File: src/core/hprc_pkg.sv
/*
  shared constants and types of the hibernation power and rtc controller.
  assumes nothing beyond a systemverilog compiler; included by every design file except the synchroniser.
*/
package hprc_pkg;

  localparam int HPRC_DATA_W = 32;
  localparam int HPRC_MEM_WORDS = 64;
  localparam int HPRC_XTAL_DIV = 128;
  localparam int HPRC_TRIM_PERIOD = 64;
  localparam int HPRC_TRIM_W = 16;

  localparam logic [31:0] HPRC_COUNT_RST = 32'h0000_0000;
  localparam logic [31:0] HPRC_MATCH_RST = 32'hFFFF_FFFF;
  localparam logic [31:0] HPRC_LOAD_RST = 32'hFFFF_FFFF;
  localparam logic [15:0] HPRC_TRIM_NOMINAL = 16'h7FFF;
  localparam logic [3:0] HPRC_MASK_RST = 4'h0;

  // event bit positions in raw, mask, masked and clear views
  localparam int HPRC_EV_MATCH0 = 0;
  localparam int HPRC_EV_MATCH1 = 1;
  localparam int HPRC_EV_LOW_BATTERY_FLAG = 2;
  localparam int HPRC_EV_WAKE = 3;
  localparam int HPRC_EV_W = 4;

  typedef struct packed {
    logic osc_enable;
    logic osc_source_select;
    logic low_battery_detect_enable;
    logic abort_on_low_battery;
    logic rtc_count_enable;
    logic pin_wake_enable;
    logic match_wake_enable;
  } hprc_ctl_t;

  localparam hprc_ctl_t HPRC_CTL_RST = '0;

  typedef struct packed {
    logic wr;
    logic [5:0] addr;
    logic [31:0] wdata;
  } hprc_mem_req_t;

  typedef enum logic [1:0] {
    HPRC_AWAKE,
    HPRC_HIBERNATE,
    HPRC_WAKING
  } hprc_state_t;

endpackage

File: src/core/hprc_retmem.sv
/*
  retained word memory with registered read data.
  assumes one write or read address per cycle from the controller clock domain.
*/
`timescale 1ns/1ps
`default_nettype none
module hprc_retmem
  import hprc_pkg::*;
#(
  parameter int DEPTH = HPRC_MEM_WORDS
) (
  // clock
  input wire logic ref_clk,
  input wire logic clk_en,
  // access
  input wire hprc_mem_req_t req,
  output logic [31:0] rdata
);
  logic [31:0] mem [DEPTH];
  wire logic [5:0] word_addr = req.addr;

  // contents survive every reset, like battery-backed cells
  always_ff @(posedge ref_clk) begin
    if (clk_en) begin
      if (req.wr) begin
        mem[word_addr] <= req.wdata;
      end
      rdata <= mem[word_addr];
    end
  end
endmodule
`default_nettype wire

File: src/core/hprc_sync.sv
/*
  two-flop synchroniser for pin level inputs.
  assumes the input is asynchronous to ref_clk; only the second flop is read.
*/
`timescale 1ns/1ps
`default_nettype none
module hprc_sync #(
  parameter int W = 1
) (
  // clock
  input wire logic ref_clk,
  input wire logic clk_en,
  // data
  input wire logic [W-1:0] async_in,
  output logic [W-1:0] sync_out
);
  logic [W-1:0] meta_r;

  always_ff @(posedge ref_clk) begin
    if (clk_en) begin
      meta_r <= async_in;
      sync_out <= meta_r;
    end
  end
endmodule
`default_nettype wire

File: src/core/hprc_top.sv
/*
  hibernation power and rtc controller: regulator enable, wake logic, seconds counter
  with trimmed predivider, two match comparators, retained memory and event flags.
  assumes register strobes come from logic on ref_clk; pins and the rtc oscillator
  input are asynchronous and are synchronised here before use.
*/
// Summary of operation
// - on entering hibernation drive active-low regulator enable to remove power
// - while hibernating, wake on armed pin or armed rtc match
// - on wake release the regulator-off output so supply returns
// - crystal path divides its input by 128 to get the timebase
// - osc enable starts the source; select 0 crystal, 1 direct input
// - with detection on, a low battery sets the low-battery flag
// - with abort also set, low battery refuses hibernation entry
// - battery level is not evaluated while hibernated
// - 32-bit seconds counter driven by a predivider counting timebase ticks
// - trim value divides one second in 64; others use nominal division
// - trim above nominal slows the clock, below speeds it up
// - two match registers; a match always flags its event and also wakes when armed and hibernating
// - counter runs only when enabled; a load write replaces it anytime
// - counter keeps running while enabled and battery valid, hibernating or not
// - 64 retained 32-bit words, readable and writable, kept across hibernation
// - sleep request starts hibernation; a wake source must be armed first
// - pin wake and match wake enables arm their sources independently
// - events for wake pin, match and low battery, ORed into one interrupt
// - raw view shows all pending events; masked view shows enabled ones
// - writing one to a clear bit clears that pending event
// - registers reset by system reset only with both enables clear, or cold reset
`timescale 1ns/1ps
`default_nettype none
module hprc_top
  import hprc_pkg::*;
#(
  parameter int MEM_DEPTH = HPRC_MEM_WORDS,
  parameter int XTAL_DIV = HPRC_XTAL_DIV,
  parameter int TRIM_PERIOD = HPRC_TRIM_PERIOD
) (
  // clock, resets and freeze
  input wire logic ref_clk,
  input wire logic reset,
  input wire logic sys_reset,
  input wire logic clk_en,
  // control register
  input wire logic ctl_wr,
  input wire hprc_ctl_t ctl_wdata,
  input wire logic sleep_request,
  output hprc_ctl_t ctl_status,
  // rtc registers
  input wire logic load_wr,
  input wire logic match0_wr,
  input wire logic match1_wr,
  input wire logic trim_wr,
  input wire logic [31:0] reg_wdata,
  output logic [31:0] rtc_count_reg,
  output logic [31:0] rtc_match0_reg,
  output logic [31:0] rtc_match1_reg,
  output logic [31:0] rtc_load_reg,
  output logic [15:0] rtc_trim_reg,
  // retained memory
  input wire hprc_mem_req_t mem_req,
  output logic [31:0] mem_rdata,
  // events
  input wire logic mask_wr,
  input wire logic [HPRC_EV_W-1:0] mask_wdata,
  input wire logic event_clear_wr,
  input wire logic [HPRC_EV_W-1:0] event_clear,
  output logic [HPRC_EV_W-1:0] event_mask,
  output logic [HPRC_EV_W-1:0] raw_event_status,
  output logic [HPRC_EV_W-1:0] masked_event_status,
  output logic irq,
  // pins and analog indications
  input wire logic osc_in,
  input wire logic wake_n,
  input wire logic low_battery_in,
  input wire logic vbat_valid,
  output logic regulator_off_n,
  output logic regulator_off_n_oe,
  output logic hibernating
);

  generate
    if (MEM_DEPTH != 64) begin : g_bad_depth
      $error("MEM_DEPTH must be 64 to match the 6-bit word address");
    end
    if (XTAL_DIV < 2 || XTAL_DIV > 128) begin : g_bad_div
      $error("XTAL_DIV must lie in 2..128");
    end
    if (TRIM_PERIOD < 2 || TRIM_PERIOD > 64) begin : g_bad_trim
      $error("TRIM_PERIOD must lie in 2..64");
    end
  endgenerate

  localparam logic [6:0] XTAL_LAST = 7'(XTAL_DIV - 1);
  localparam logic [5:0] TRIM_LAST = 6'(TRIM_PERIOD - 1);

  function automatic logic [HPRC_EV_W-1:0] ev_update(
    input logic [HPRC_EV_W-1:0] cur,
    input logic [HPRC_EV_W-1:0] set,
    input logic [HPRC_EV_W-1:0] clr
  );
    // a set in the clearing cycle wins
    ev_update = (cur & ~clr) | set;
  endfunction

  // pin synchronisers
  logic [3:0] pins_s;

  hprc_sync #(
    .W(4)
  ) u_sync (
    .ref_clk(ref_clk),
    .clk_en(clk_en),
    .async_in({osc_in, wake_n, low_battery_in, vbat_valid}),
    .sync_out(pins_s)
  );

  wire logic osc_s = pins_s[3];
  wire logic wake_n_s = pins_s[2];
  wire logic low_battery_flag_s = pins_s[1];
  wire logic vbat_s = pins_s[0];

  // state
  hprc_state_t state_r, state_nxt;
  hprc_ctl_t ctl_r;
  logic osc_prev_r;
  logic wake_prev_r;
  logic [6:0] xtal_cnt_r;
  logic [15:0] prediv_r;
  logic [5:0] sec_idx_r;
  logic [31:0] count_r;
  logic [31:0] match0_r;
  logic [31:0] match1_r;
  logic [31:0] load_r;
  logic [15:0] trim_r;
  logic [HPRC_EV_W-1:0] raw_r;
  logic [HPRC_EV_W-1:0] mask_r;
  logic eq0_prev_r;
  logic eq1_prev_r;
  logic reg_off_n_r;

  // module registers ignore a system reset while the rtc counter is enabled or pin wake is armed
  wire logic mod_rst = reset | (sys_reset & ~ctl_r.rtc_count_enable & ~ctl_r.pin_wake_enable);

  // timebase: one tick per 32.768 kHz period
  wire logic osc_edge = ctl_r.osc_enable & osc_s & ~osc_prev_r;
  wire logic xtal_wrap = (xtal_cnt_r == XTAL_LAST);
  wire logic tick = ctl_r.osc_source_select ? osc_edge : (osc_edge & xtal_wrap);

  // predivider counts down from nominal; the first second of every period is trimmed
  wire logic trim_second = (sec_idx_r == 6'h00);
  wire logic [15:0] div_reload = trim_second ? trim_r : HPRC_TRIM_NOMINAL;
  wire logic prediv_done = (prediv_r == 16'(HPRC_TRIM_NOMINAL - div_reload));
  wire logic sec_tick = tick & prediv_done;
  wire logic counting = ctl_r.rtc_count_enable & vbat_s;

  // match comparators, one event on each new equality
  wire logic eq0 = (count_r == match0_r);
  wire logic eq1 = (count_r == match1_r);
  wire logic hit0 = eq0 & ~eq0_prev_r;
  wire logic hit1 = eq1 & ~eq1_prev_r;

  // wake pin is active low; an edge raises the event, the level wakes
  wire logic wake_asserted = ~wake_n_s;
  wire logic wake_edge = wake_asserted & wake_prev_r;

  // battery is measured only while awake
  wire logic awake = (state_r != HPRC_HIBERNATE);
  wire logic low_battery_flag_now = ctl_r.low_battery_detect_enable & awake & low_battery_flag_s;
  wire logic low_battery_flag_seen = raw_r[HPRC_EV_LOW_BATTERY_FLAG] | low_battery_flag_now;

  wire logic [HPRC_EV_W-1:0] ev_set = {wake_edge, low_battery_flag_now, hit1, hit0};
  wire logic [HPRC_EV_W-1:0] ev_clr = event_clear_wr ? event_clear : '0;

  // entry needs an armed wake source and no abort on a low battery
  wire logic wake_armed = ctl_r.pin_wake_enable | ctl_r.match_wake_enable;
  wire logic abort_entry = ctl_r.abort_on_low_battery & low_battery_flag_seen;
  wire logic enter_ok = sleep_request & wake_armed & ~abort_entry;

  wire logic pin_wake = ctl_r.pin_wake_enable & wake_asserted;
  wire logic match_wake = ctl_r.match_wake_enable & (hit0 | hit1);
  wire logic wake_event = pin_wake | match_wake;

  always_comb begin
    state_nxt = state_r;
    case (state_r)
      HPRC_AWAKE: begin
        if (enter_ok) begin
          state_nxt = HPRC_HIBERNATE;
        end
      end
      HPRC_HIBERNATE: begin
        if (wake_event) begin
          state_nxt = HPRC_WAKING;
        end
      end
      HPRC_WAKING: begin
        state_nxt = HPRC_AWAKE;
      end
      default: begin
        state_nxt = HPRC_AWAKE;
      end
    endcase
  end

  always_ff @(posedge ref_clk) begin
    if (clk_en) begin
      if (mod_rst) begin
        state_r <= HPRC_AWAKE;
        reg_off_n_r <= 1'b1;
      end else begin
        state_r <= state_nxt;
        reg_off_n_r <= (state_nxt != HPRC_HIBERNATE);
      end
    end
  end

  always_ff @(posedge ref_clk) begin
    if (clk_en) begin
      if (mod_rst) begin
        ctl_r <= HPRC_CTL_RST;
        mask_r <= HPRC_MASK_RST;
      end else begin
        if (ctl_wr) begin
          ctl_r <= ctl_wdata;
        end
        if (mask_wr) begin
          mask_r <= mask_wdata;
        end
      end
    end
  end

  // the crystal divider free-runs on input edges
  always_ff @(posedge ref_clk) begin
    if (clk_en) begin
      if (mod_rst) begin
        osc_prev_r <= 1'b0;
        xtal_cnt_r <= 7'h00;
      end else begin
        osc_prev_r <= osc_s;
        if (osc_edge) begin
          xtal_cnt_r <= xtal_wrap ? 7'h00 : xtal_cnt_r + 7'h01;
        end
      end
    end
  end

  // a second ends after N+1 ticks for divide value N; a trim write mid-second may overshoot
  always_ff @(posedge ref_clk) begin
    if (clk_en) begin
      if (mod_rst) begin
        prediv_r <= HPRC_TRIM_NOMINAL;
        sec_idx_r <= 6'h00;
      end else if (counting && tick) begin
        if (prediv_done) begin
          prediv_r <= HPRC_TRIM_NOMINAL;
          sec_idx_r <= (sec_idx_r == TRIM_LAST) ? 6'h00 : sec_idx_r + 6'h01;
        end else begin
          prediv_r <= prediv_r - 16'h0001;
        end
      end
    end
  end

  always_ff @(posedge ref_clk) begin
    if (clk_en) begin
      if (mod_rst) begin
        count_r <= HPRC_COUNT_RST;
      end else if (load_wr) begin
        count_r <= reg_wdata;
      end else if (counting && sec_tick) begin
        count_r <= count_r + 32'h0000_0001;
      end
    end
  end

  // writes are assumed spaced by software, so no write collision logic here
  always_ff @(posedge ref_clk) begin
    if (clk_en) begin
      if (mod_rst) begin
        match0_r <= HPRC_MATCH_RST;
        match1_r <= HPRC_MATCH_RST;
        load_r <= HPRC_LOAD_RST;
        trim_r <= HPRC_TRIM_NOMINAL;
      end else begin
        if (match0_wr) begin
          match0_r <= reg_wdata;
        end
        if (match1_wr) begin
          match1_r <= reg_wdata;
        end
        if (load_wr) begin
          load_r <= reg_wdata;
        end
        if (trim_wr) begin
          trim_r <= reg_wdata[15:0];
        end
      end
    end
  end

  // equality history starts set so reset values never raise a false match
  always_ff @(posedge ref_clk) begin
    if (clk_en) begin
      if (mod_rst) begin
        eq0_prev_r <= 1'b1;
        eq1_prev_r <= 1'b1;
        wake_prev_r <= 1'b0;
      end else begin
        eq0_prev_r <= eq0;
        eq1_prev_r <= eq1;
        wake_prev_r <= wake_n_s;
      end
    end
  end

  always_ff @(posedge ref_clk) begin
    if (clk_en) begin
      if (mod_rst) begin
        raw_r <= '0;
      end else begin
        raw_r <= ev_update(raw_r, ev_set, ev_clr);
      end
    end
  end

  wire logic [HPRC_EV_W-1:0] masked = raw_r & mask_r;

  always_ff @(posedge ref_clk) begin
    if (clk_en) begin
      if (mod_rst) begin
        masked_event_status <= '0;
        irq <= 1'b0;
      end else begin
        masked_event_status <= ev_update(raw_r, ev_set, ev_clr) & mask_r;
        irq <= |(ev_update(raw_r, ev_set, ev_clr) & mask_r);
      end
    end
  end

  hprc_retmem #(
    .DEPTH(MEM_DEPTH)
  ) u_retmem (
    .ref_clk(ref_clk),
    .clk_en(clk_en),
    .req(mem_req),
    .rdata(mem_rdata)
  );

  assign ctl_status = ctl_r;
  assign rtc_count_reg = count_r;
  assign rtc_match0_reg = match0_r;
  assign rtc_match1_reg = match1_r;
  assign rtc_load_reg = load_r;
  assign rtc_trim_reg = trim_r;
  assign event_mask = mask_r;
  assign raw_event_status = raw_r;
  assign regulator_off_n = reg_off_n_r;
  // open drain: only ever pulls low
  assign regulator_off_n_oe = ~reg_off_n_r;
  assign hibernating = ~reg_off_n_r;

  wire logic unused_ok = ^masked;

endmodule
`default_nettype wire

File: config.mk
export PLATFORM = sky130hd
export DESIGN_NAME = hprc_top
export DESIGN_NICKNAME = d
export VERILOG_FILES = /design/src/core/hprc_pkg.sv /design/src/core/hprc_retmem.sv /design/src/core/hprc_sync.sv /design/src/core/hprc_top.sv
export SDC_FILE = /design/constraint.sdc
export NUM_CORES = 2
export LEC_CHECK = 0
export BUFFER_PORTS_ARGS = -buffer_cell sky130_fd_sc_hd__buf_2
export CAP_MARGIN = 20
export CORE_ASPECT_RATIO = 1.75
export CORE_MARGIN = 1
export CORE_UTILIZATION = 55
export DETAILED_ROUTE_END_ITERATION = 16
export PLACE_DENSITY = 0.72
export SLEW_MARGIN = 15
export SYNTH_ARGS = -nofsm -noshare
export SYNTH_HDL_FRONTEND = slang
export SYNTH_SLANG_ARGS = --single-unit
File: constraint.sdc
create_clock -name ref_clk -period 5.24 [get_ports ref_clk]
set_input_delay 0.262 -clock ref_clk [delete_from_list [all_inputs] [get_ports ref_clk]]
set_output_delay 0.262 -clock ref_clk [all_outputs]
set_load 0.01 [all_outputs]
# Yosys cells after proc, flatten, opt, wreduce, memory -nomap -nowiden
# Memory sizes are Yosys's and may differ from the RTL's. A register that Yosys moved wholly into a read port is not among the register bits.
# Cells that the tools add are included.
[totals]
mem_bits_rw = 2048
elab_cells = 124
ff_bits = 208
n_memories = 1
inputBits = 102
[mem_list]
columns = ["name", "words", "word_bits", "rd", "rd_ports_with_merged_regs", "wr", "line_no", "text"]
rows = [
  ["u_retmem.mem", 64, 32, 1, 1, 1, "hprc_retmem.sv:19", "logic [31:0] mem [DEPTH];"],
]
[classes]
n_mux = 24
eq_ne = 8
n_bitwise = 34
reduce_logical = 25
add_sub_neg = 5
[op_table]
columns = ["op", "n"]
rows = [
  ["$mux W32", 5],
  ["$eq A32 B32 Y1", 2],
  ["$mux W16", 4],
  ["$add A32 B1 Y32 const B", 1],
  ["$mux W7", 3],
  ["$mux W6", 3],
  ["$reduce_and A2 Y1", 9],
  ["$reduce_bool A2 Y1", 9],
  ["$and A1 B1 Y1", 17],
  ["$eq A16 B16 Y1", 1],
  ["$sub A15 B16 Y16 const A", 1],
  ["$sub A16 B1 Y16 const B", 1],
  ["$and A4 B4 Y4", 2],
  ["$mux W4", 2],
  ["$not A1 Y1", 8],
  ["$add A7 B1 Y7 const B", 1],
  ["$eq A7 B7 Y1 const B", 1],
  ["$add A6 B1 Y6 const B", 1],
  ["$eq A6 B6 Y1 const B", 1],
  ["$logic_not A6 Y1", 1],
  ["$or A1 B1 Y1", 5],
  ["$mux W1", 4],
  ["$mux W2", 2],
  ["$ne A2 B1 Y1 const B", 2],
  ["other kinds (9)", 10],
]

# Depth between registers and ports, before layout
[depth]
ltp_word = 10
depth_mapped = 11
depth_no_buf = 8

# Hierarchy
# A second synthesis with hierarchy kept.
[hier_totals]
hier_cells = 5265
hier_area_um2 = 89900.0
[modules_own_cells]
columns = ["mod", "cells_per_inst", "instances", "area_per_inst_um2"]
rows = [
  ["hprc_retmem", 4520, 1, 80225.7],
  ["hprc_top", 737, 1, 9434.0],
  ["hprc_sync", 8, 1, 240.2],
]

# Worst setup path after synthesis
# Ideal clock, no wire load.
[synth_path]
path_type = "register -> register"
start = "register ctl_r, in the netlist ctl_status[1]"
end = "register count_r[0], in the netlist rtc_count_reg[0] (enable)"
setup_time_ps = 390
path_slack_ps = 382
path_stages_with_launch = 5
t_arrival_ps = 4468
n_path_buf = 0
cell_sequence = "edfxtp_1 nor3b_1 nor2_1 a21boi_0 a41o_1"
[synth_via]
elab_chain_cells = 5
[synth_lines]
columns = ["element", "line_no", "text"]
rows = [
  ["start: declaration", "hprc_top.sv:124", "hprc_ctl_t ctl_r;"],
  ["start signal: assignment", "hprc_top.sv:224", "ctl_r <= ctl_wdata;"],
  ["$not A1 Y1", "hprc_top.sv:142", "wire logic mod_rst = reset | (sys_reset & ~ctl_r.rtc_count_enable & ~ctl_r.pin_wake_enable);"],
  ["$and A1 B1 Y1", "hprc_top.sv:142", ""],
  ["$or A1 B1 Y1", "hprc_top.sv:142", ""],
  ["$reduce_bool A3 Y1 (no line)", "--", ""],
  ["$reduce_and A2 Y1 (no line)", "--", ""],
  ["end signal: assignment", "hprc_top.sv:270", "count_r <= reg_wdata;"],
  ["end signal: assignment", "hprc_top.sv:272", "count_r <= count_r + 32'h0000_0001;"],
  ["end: declaration", "hprc_top.sv:130", "logic [31:0] count_r;"],
]
# No other way between the ends.
# A chain may end at the register's enable or synchronous reset.

==> out/metrics.csv <==
stage,metric,value,unit
setup_path,cp_max_fo,56,
timing,hold_violations,0,
yosys,synthArstFlopShare,0,%
placed_design,io_buffer_count,300,
cts,clockRootBuffer,clkbuf_16,
yosys,synth.avg_cell_area,18.1,um^2
layout,drive_gt1_share,21.7,%
cts,cts_made_buffers,195,
yosys,synth_seq_cells,2288,
placed_design,dp_hpwl,182000,um
setup_path,crit_top_cell,buf_4,
yosys,synth_top_area_share,77.2,%
cts,cts_resized,0,
drt,viasPerCell,7.25,
layout,largest_register_ffs,2048,
placed_design,place_area,0.0943,mm^2
die,core_area,0.161,mm^2
cts,cts.reportedPaths.clkPinSlew,0.08,ns
cts,hold_buffers,66,
min_path,hold_path.class,input pin to register,
layout,regMostFlops,u_retmem.mem,
power_and_ir_drop,seqPwrFrac,54.2,%
power_and_ir_drop,p_leak,32.7,nW
yosys,ys.flop_type,edfxtp_1,
power_and_ir_drop,intPower,29.4,mW
global_routing,grt_pass1_vias,53675,
global_routing,grt_max_degree,84,
layout,post-route-cell-area,0.102,mm^2
timing,skew,0.0744,ns
cts,cts_htree_levels,4,
cts,post-cts-setup-buffer-count,0,
run_status,outcome,"finished, final reports clean",
cts,cts_max_path_buffers,4,
setup_path,start_kind,input pin,
drt,drtAntennaViolNets,0,
setup_path,rrSetupSlack,1.95,ns
timing,rsz0062_at_grt,no,
setup_path,end_kind,register,
drt,drc,0,
timing,layout_min_cycle_time,3.32,ns
min_path,holdCritStartpoint,mem_req[13],
timing,setup_viol,0,
yosys,synth.area.top_cells,"edfxtp_1 77%, mux4_2 3.4%, mux2i_1 2.4%",
drt,drtIter0Drc,8973,
die,die_x,306,um
job,cap_violations,0,
power_and_ir_drop,switching_share,22.3,%
power_and_ir_drop,comb_power_share,6.4,%
setup_path,r2r_cells,8,
setup_path,worstPathCellList,"buf_8, buf_4, nor2_4, buf_4, a221oi_1, nor2_1, o21ai_0, o211ai_1, or4b_1",
die,rows,195,
drt,dr.pass1.iters,9,
cts,cts_tree,yes,
global_routing,grt_usage,37.0,%
cts,clock_latency,0.88,ns
setup_path,critPathArrivalTime,3.87,ns
drt,via_count,55245,
die,ios,301,
power_and_ir_drop,peakVddDrop,276,uV
timing,tns,0,ns
placed_design,gp_congestion,0.938,
yosys,synth-edff-count,2288,
layout,n_fill_cell,10886,
layout,area_delta_synth_final,14.2,%
yosys,yosys_warnings,0,
die,initial_core_util,55.3,%
min_path,hold-path-cell-count,1,
timing,holdWs,0.00205,ns
min_path,holdPathEnd,u_retmem.mem[29][13]$_DFFE_PP_,
yosys,syn_area,0.0890,mm^2
global_routing,grt_first_pass_wirelength,415000,um
yosys,yosysTopAreaCell,edfxtp_1,
yosys,syn-num-nets,5025,
power_and_ir_drop,switching_power,8.45,mW
yosys,netlist_instances,4918,
layout,fin_util,63.1,%
cts,cts.sink_count,2288,
power_and_ir_drop,power_density,372,mW/mm^2
timing,finalCritPeriodShare,63.3,%
setup_path,slowest_delay,0.70,ns
setup_path,path_class,input pin to register,
power_and_ir_drop,p_clk_share,39.3,%
setup_path,timing.rr.start,sec_idx_r[0]$_SDFFCE_PP0P_,
global_routing,grt_overflow,0,
timing,report.final.slew_viol_count,0,
die,die_area,0.164,mm^2
setup_path,worstPathRequired,5.79,ns
timing,max_freq,302,MHz
drt,wl_per_cell,40.1,um
yosys,synth-seq-area-share,77.2,%
timing,tightest_slew,1.28,ns
timing,worst_slew_margin_rel,15.0,%
global_routing,antenna_found_initial,24,
setup_path,r2r-end,sec_idx_r[1]$_SDFFCE_PP0P_,
yosys,yosysUniqueCellTypes,80,
drt,wirelength,305000,um
layout,final_nets,5489,
layout,ff_latch_area,0.0687,mm^2
layout,multiInputGateArea,0.0190,mm^2
die,die_y,534,um
setup_path,cp_slowest_cell,a221oi_1,
stage by stage:
step	total power [mW]	worst slack (ns)	std cells
global placement	23.1	1.25	7158
floorplan	22.0	0.382	4918
global route	38.4	1.70	7605
finish	37.8	1.92	7617
detailed placement	23.2	1.26	7168
CTS	37.7	1.92	7582
critical path: cells and delay by family:
family | cells | cell delay [ns]
AND/OR/NAND/NOR | 3 | 0.74
buffers and inverters | 3 | 1.33
AO/OA/AOI/OAI | 3 | 1.39
area by class of cell:
cell class / count / area share (%)
flip-flops and latches: 2288 / 67.6
multi-input cells: 2282 / 18.7
clock buffers: 221 / 4.90
repair buffers: 596 / 4.74
well taps: 2068 / 2.55
clock inverters: 127 / 1.38
inverters: 19 / 0.0788
diodes: 16 / 0.0394
how the worst max path moves through the flow:
stage	depth (start not counted)	end	start	slack [ns]
after floorplan	4	rtc_count_reg[0]$_SDFFCE_PP0P_	ctl_status[1]$_SDFFCE_PP0P_	0.38
after global placement	8	u_retmem.rdata[7]$_DFFE_PP_	mem_req[32]	1.25
after detailed placement	9	u_retmem.rdata[4]$_DFFE_PP_	mem_req[32]	1.26
after CTS	8	sec_idx_r[4]$_SDFFCE_PP0P_	sec_idx_r[0]$_SDFFCE_PP0P_	1.92
after global routing	8	sec_idx_r[3]$_SDFFCE_PP0P_	sec_idx_r[1]$_SDFFCE_PP0P_	1.70
final	9	u_retmem.rdata[4]$_DFFE_PP_	mem_req[32]	1.92
cell usage after synthesis, types with 9 or more instances:
library cell	number
edfxtp_1	2288
nor2_1	224
mux2i_1	217
a221oi_1	199
a22oi_1	177
nand2_1	177
a21oi_1	148
mux2_2	134
mux4_2	134
o21ai_0	116
clkbuf_1	109
buf_2	108
o22ai_1	103
xnor2_1	95
a22o_1	49
buf_4	47
or3_1	39
nand4_1	38
a221o_1	34
a31oi_1	33
nand3_1	32
buf_1	31
buf_6	31
and2_1	29
xor2_1	26
a222oi_1	20
a211oi_1	18
o221ai_1	17
o2bb2ai_1	17
inv_1	15
nor3_1	13
o22a_1	13
and3_1	11
o211ai_1	11
o21a_1	10
mux2_1	9
o21ai_1	9
o31ai_1	9
or2_2	9
or4_1	9
routing by layer:
metal  up-vias  share of wire, %  global-route usage [%]
li1      21025                 -                       -
met1     27316                30                    40.6
met2      5320                47                    59.4
met3      1559                13                    9.49
met4        25                11                    33.0
met5         -             0.058                       0
layout by cell type, fill, tap and decap left out, types with 16 or more instances in the layout:
cell / netlist / routed
buf_4: 47 / 161
mux4_2: 134 / 134
edfxtp_1: 2288 / 2288
clkinv_1: 1 / 35
o2bb2ai_1: 17 / 17
a222oi_1: 20 / 20
buf_12: 1 / 65
nor2_4: 0 / 70
xor2_1: 26 / 26
o21ai_0: 116 / 116
nand3_1: 32 / 31
diode_2: 0 / 16
clkinv_2: 0 / 41
a221o_1: 34 / 34
a31oi_1: 33 / 33
a22oi_1: 177 / 177
nand2_1: 177 / 176
a21oi_1: 148 / 148
xnor2_1: 95 / 95
dlygate4sd3_1: 0 / 76
a221oi_1: 199 / 199
a22o_1: 49 / 49
o22ai_1: 103 / 103
clkbuf_16: 0 / 195
mux2_2: 134 / 134
bufinv_16: 0 / 29
o221ai_1: 17 / 17
clkbuf_1: 109 / 26
a211oi_1: 18 / 18
nand4_1: 38 / 38
buf_2: 108 / 289
or3_1: 39 / 38
mux2i_1: 217 / 217
and2_1: 29 / 25
nor2_1: 224 / 156
cell families (layout without fill, tap and decap cells):
kind of cell               count (synthesis)  count (layout)  synth area share, %
AOI/OAI and AO/OA                       1017            1017                 8.27
xor gates and xnor gates                 121             121                 1.19
adders and majority gates                  5               5               0.0703
buffers and inverters                    348             963                 2.12
DFF                                     2288            2288                 77.2
muxes                                    497             497                 7.69
other                                      0              16                    0
and+or+nand+nor                          642             642                 3.46
power groups by stage:
| stage | clock, mW | sequential, mW | combinational (mW) |
|---|---|---|---|
| CTS | 14.8 | 20.5 | 2.32 |
| global route | 15.5 | 20.5 | 2.46 |
| global placement | 0 | 20.9 | 2.22 |
| finish | 14.9 | 20.5 | 2.43 |
| floorplan | 0 | 20.9 | 1.10 |
| detailed placement | 0 | 20.9 | 2.27 |
Power figures use the tool's default switching activity.
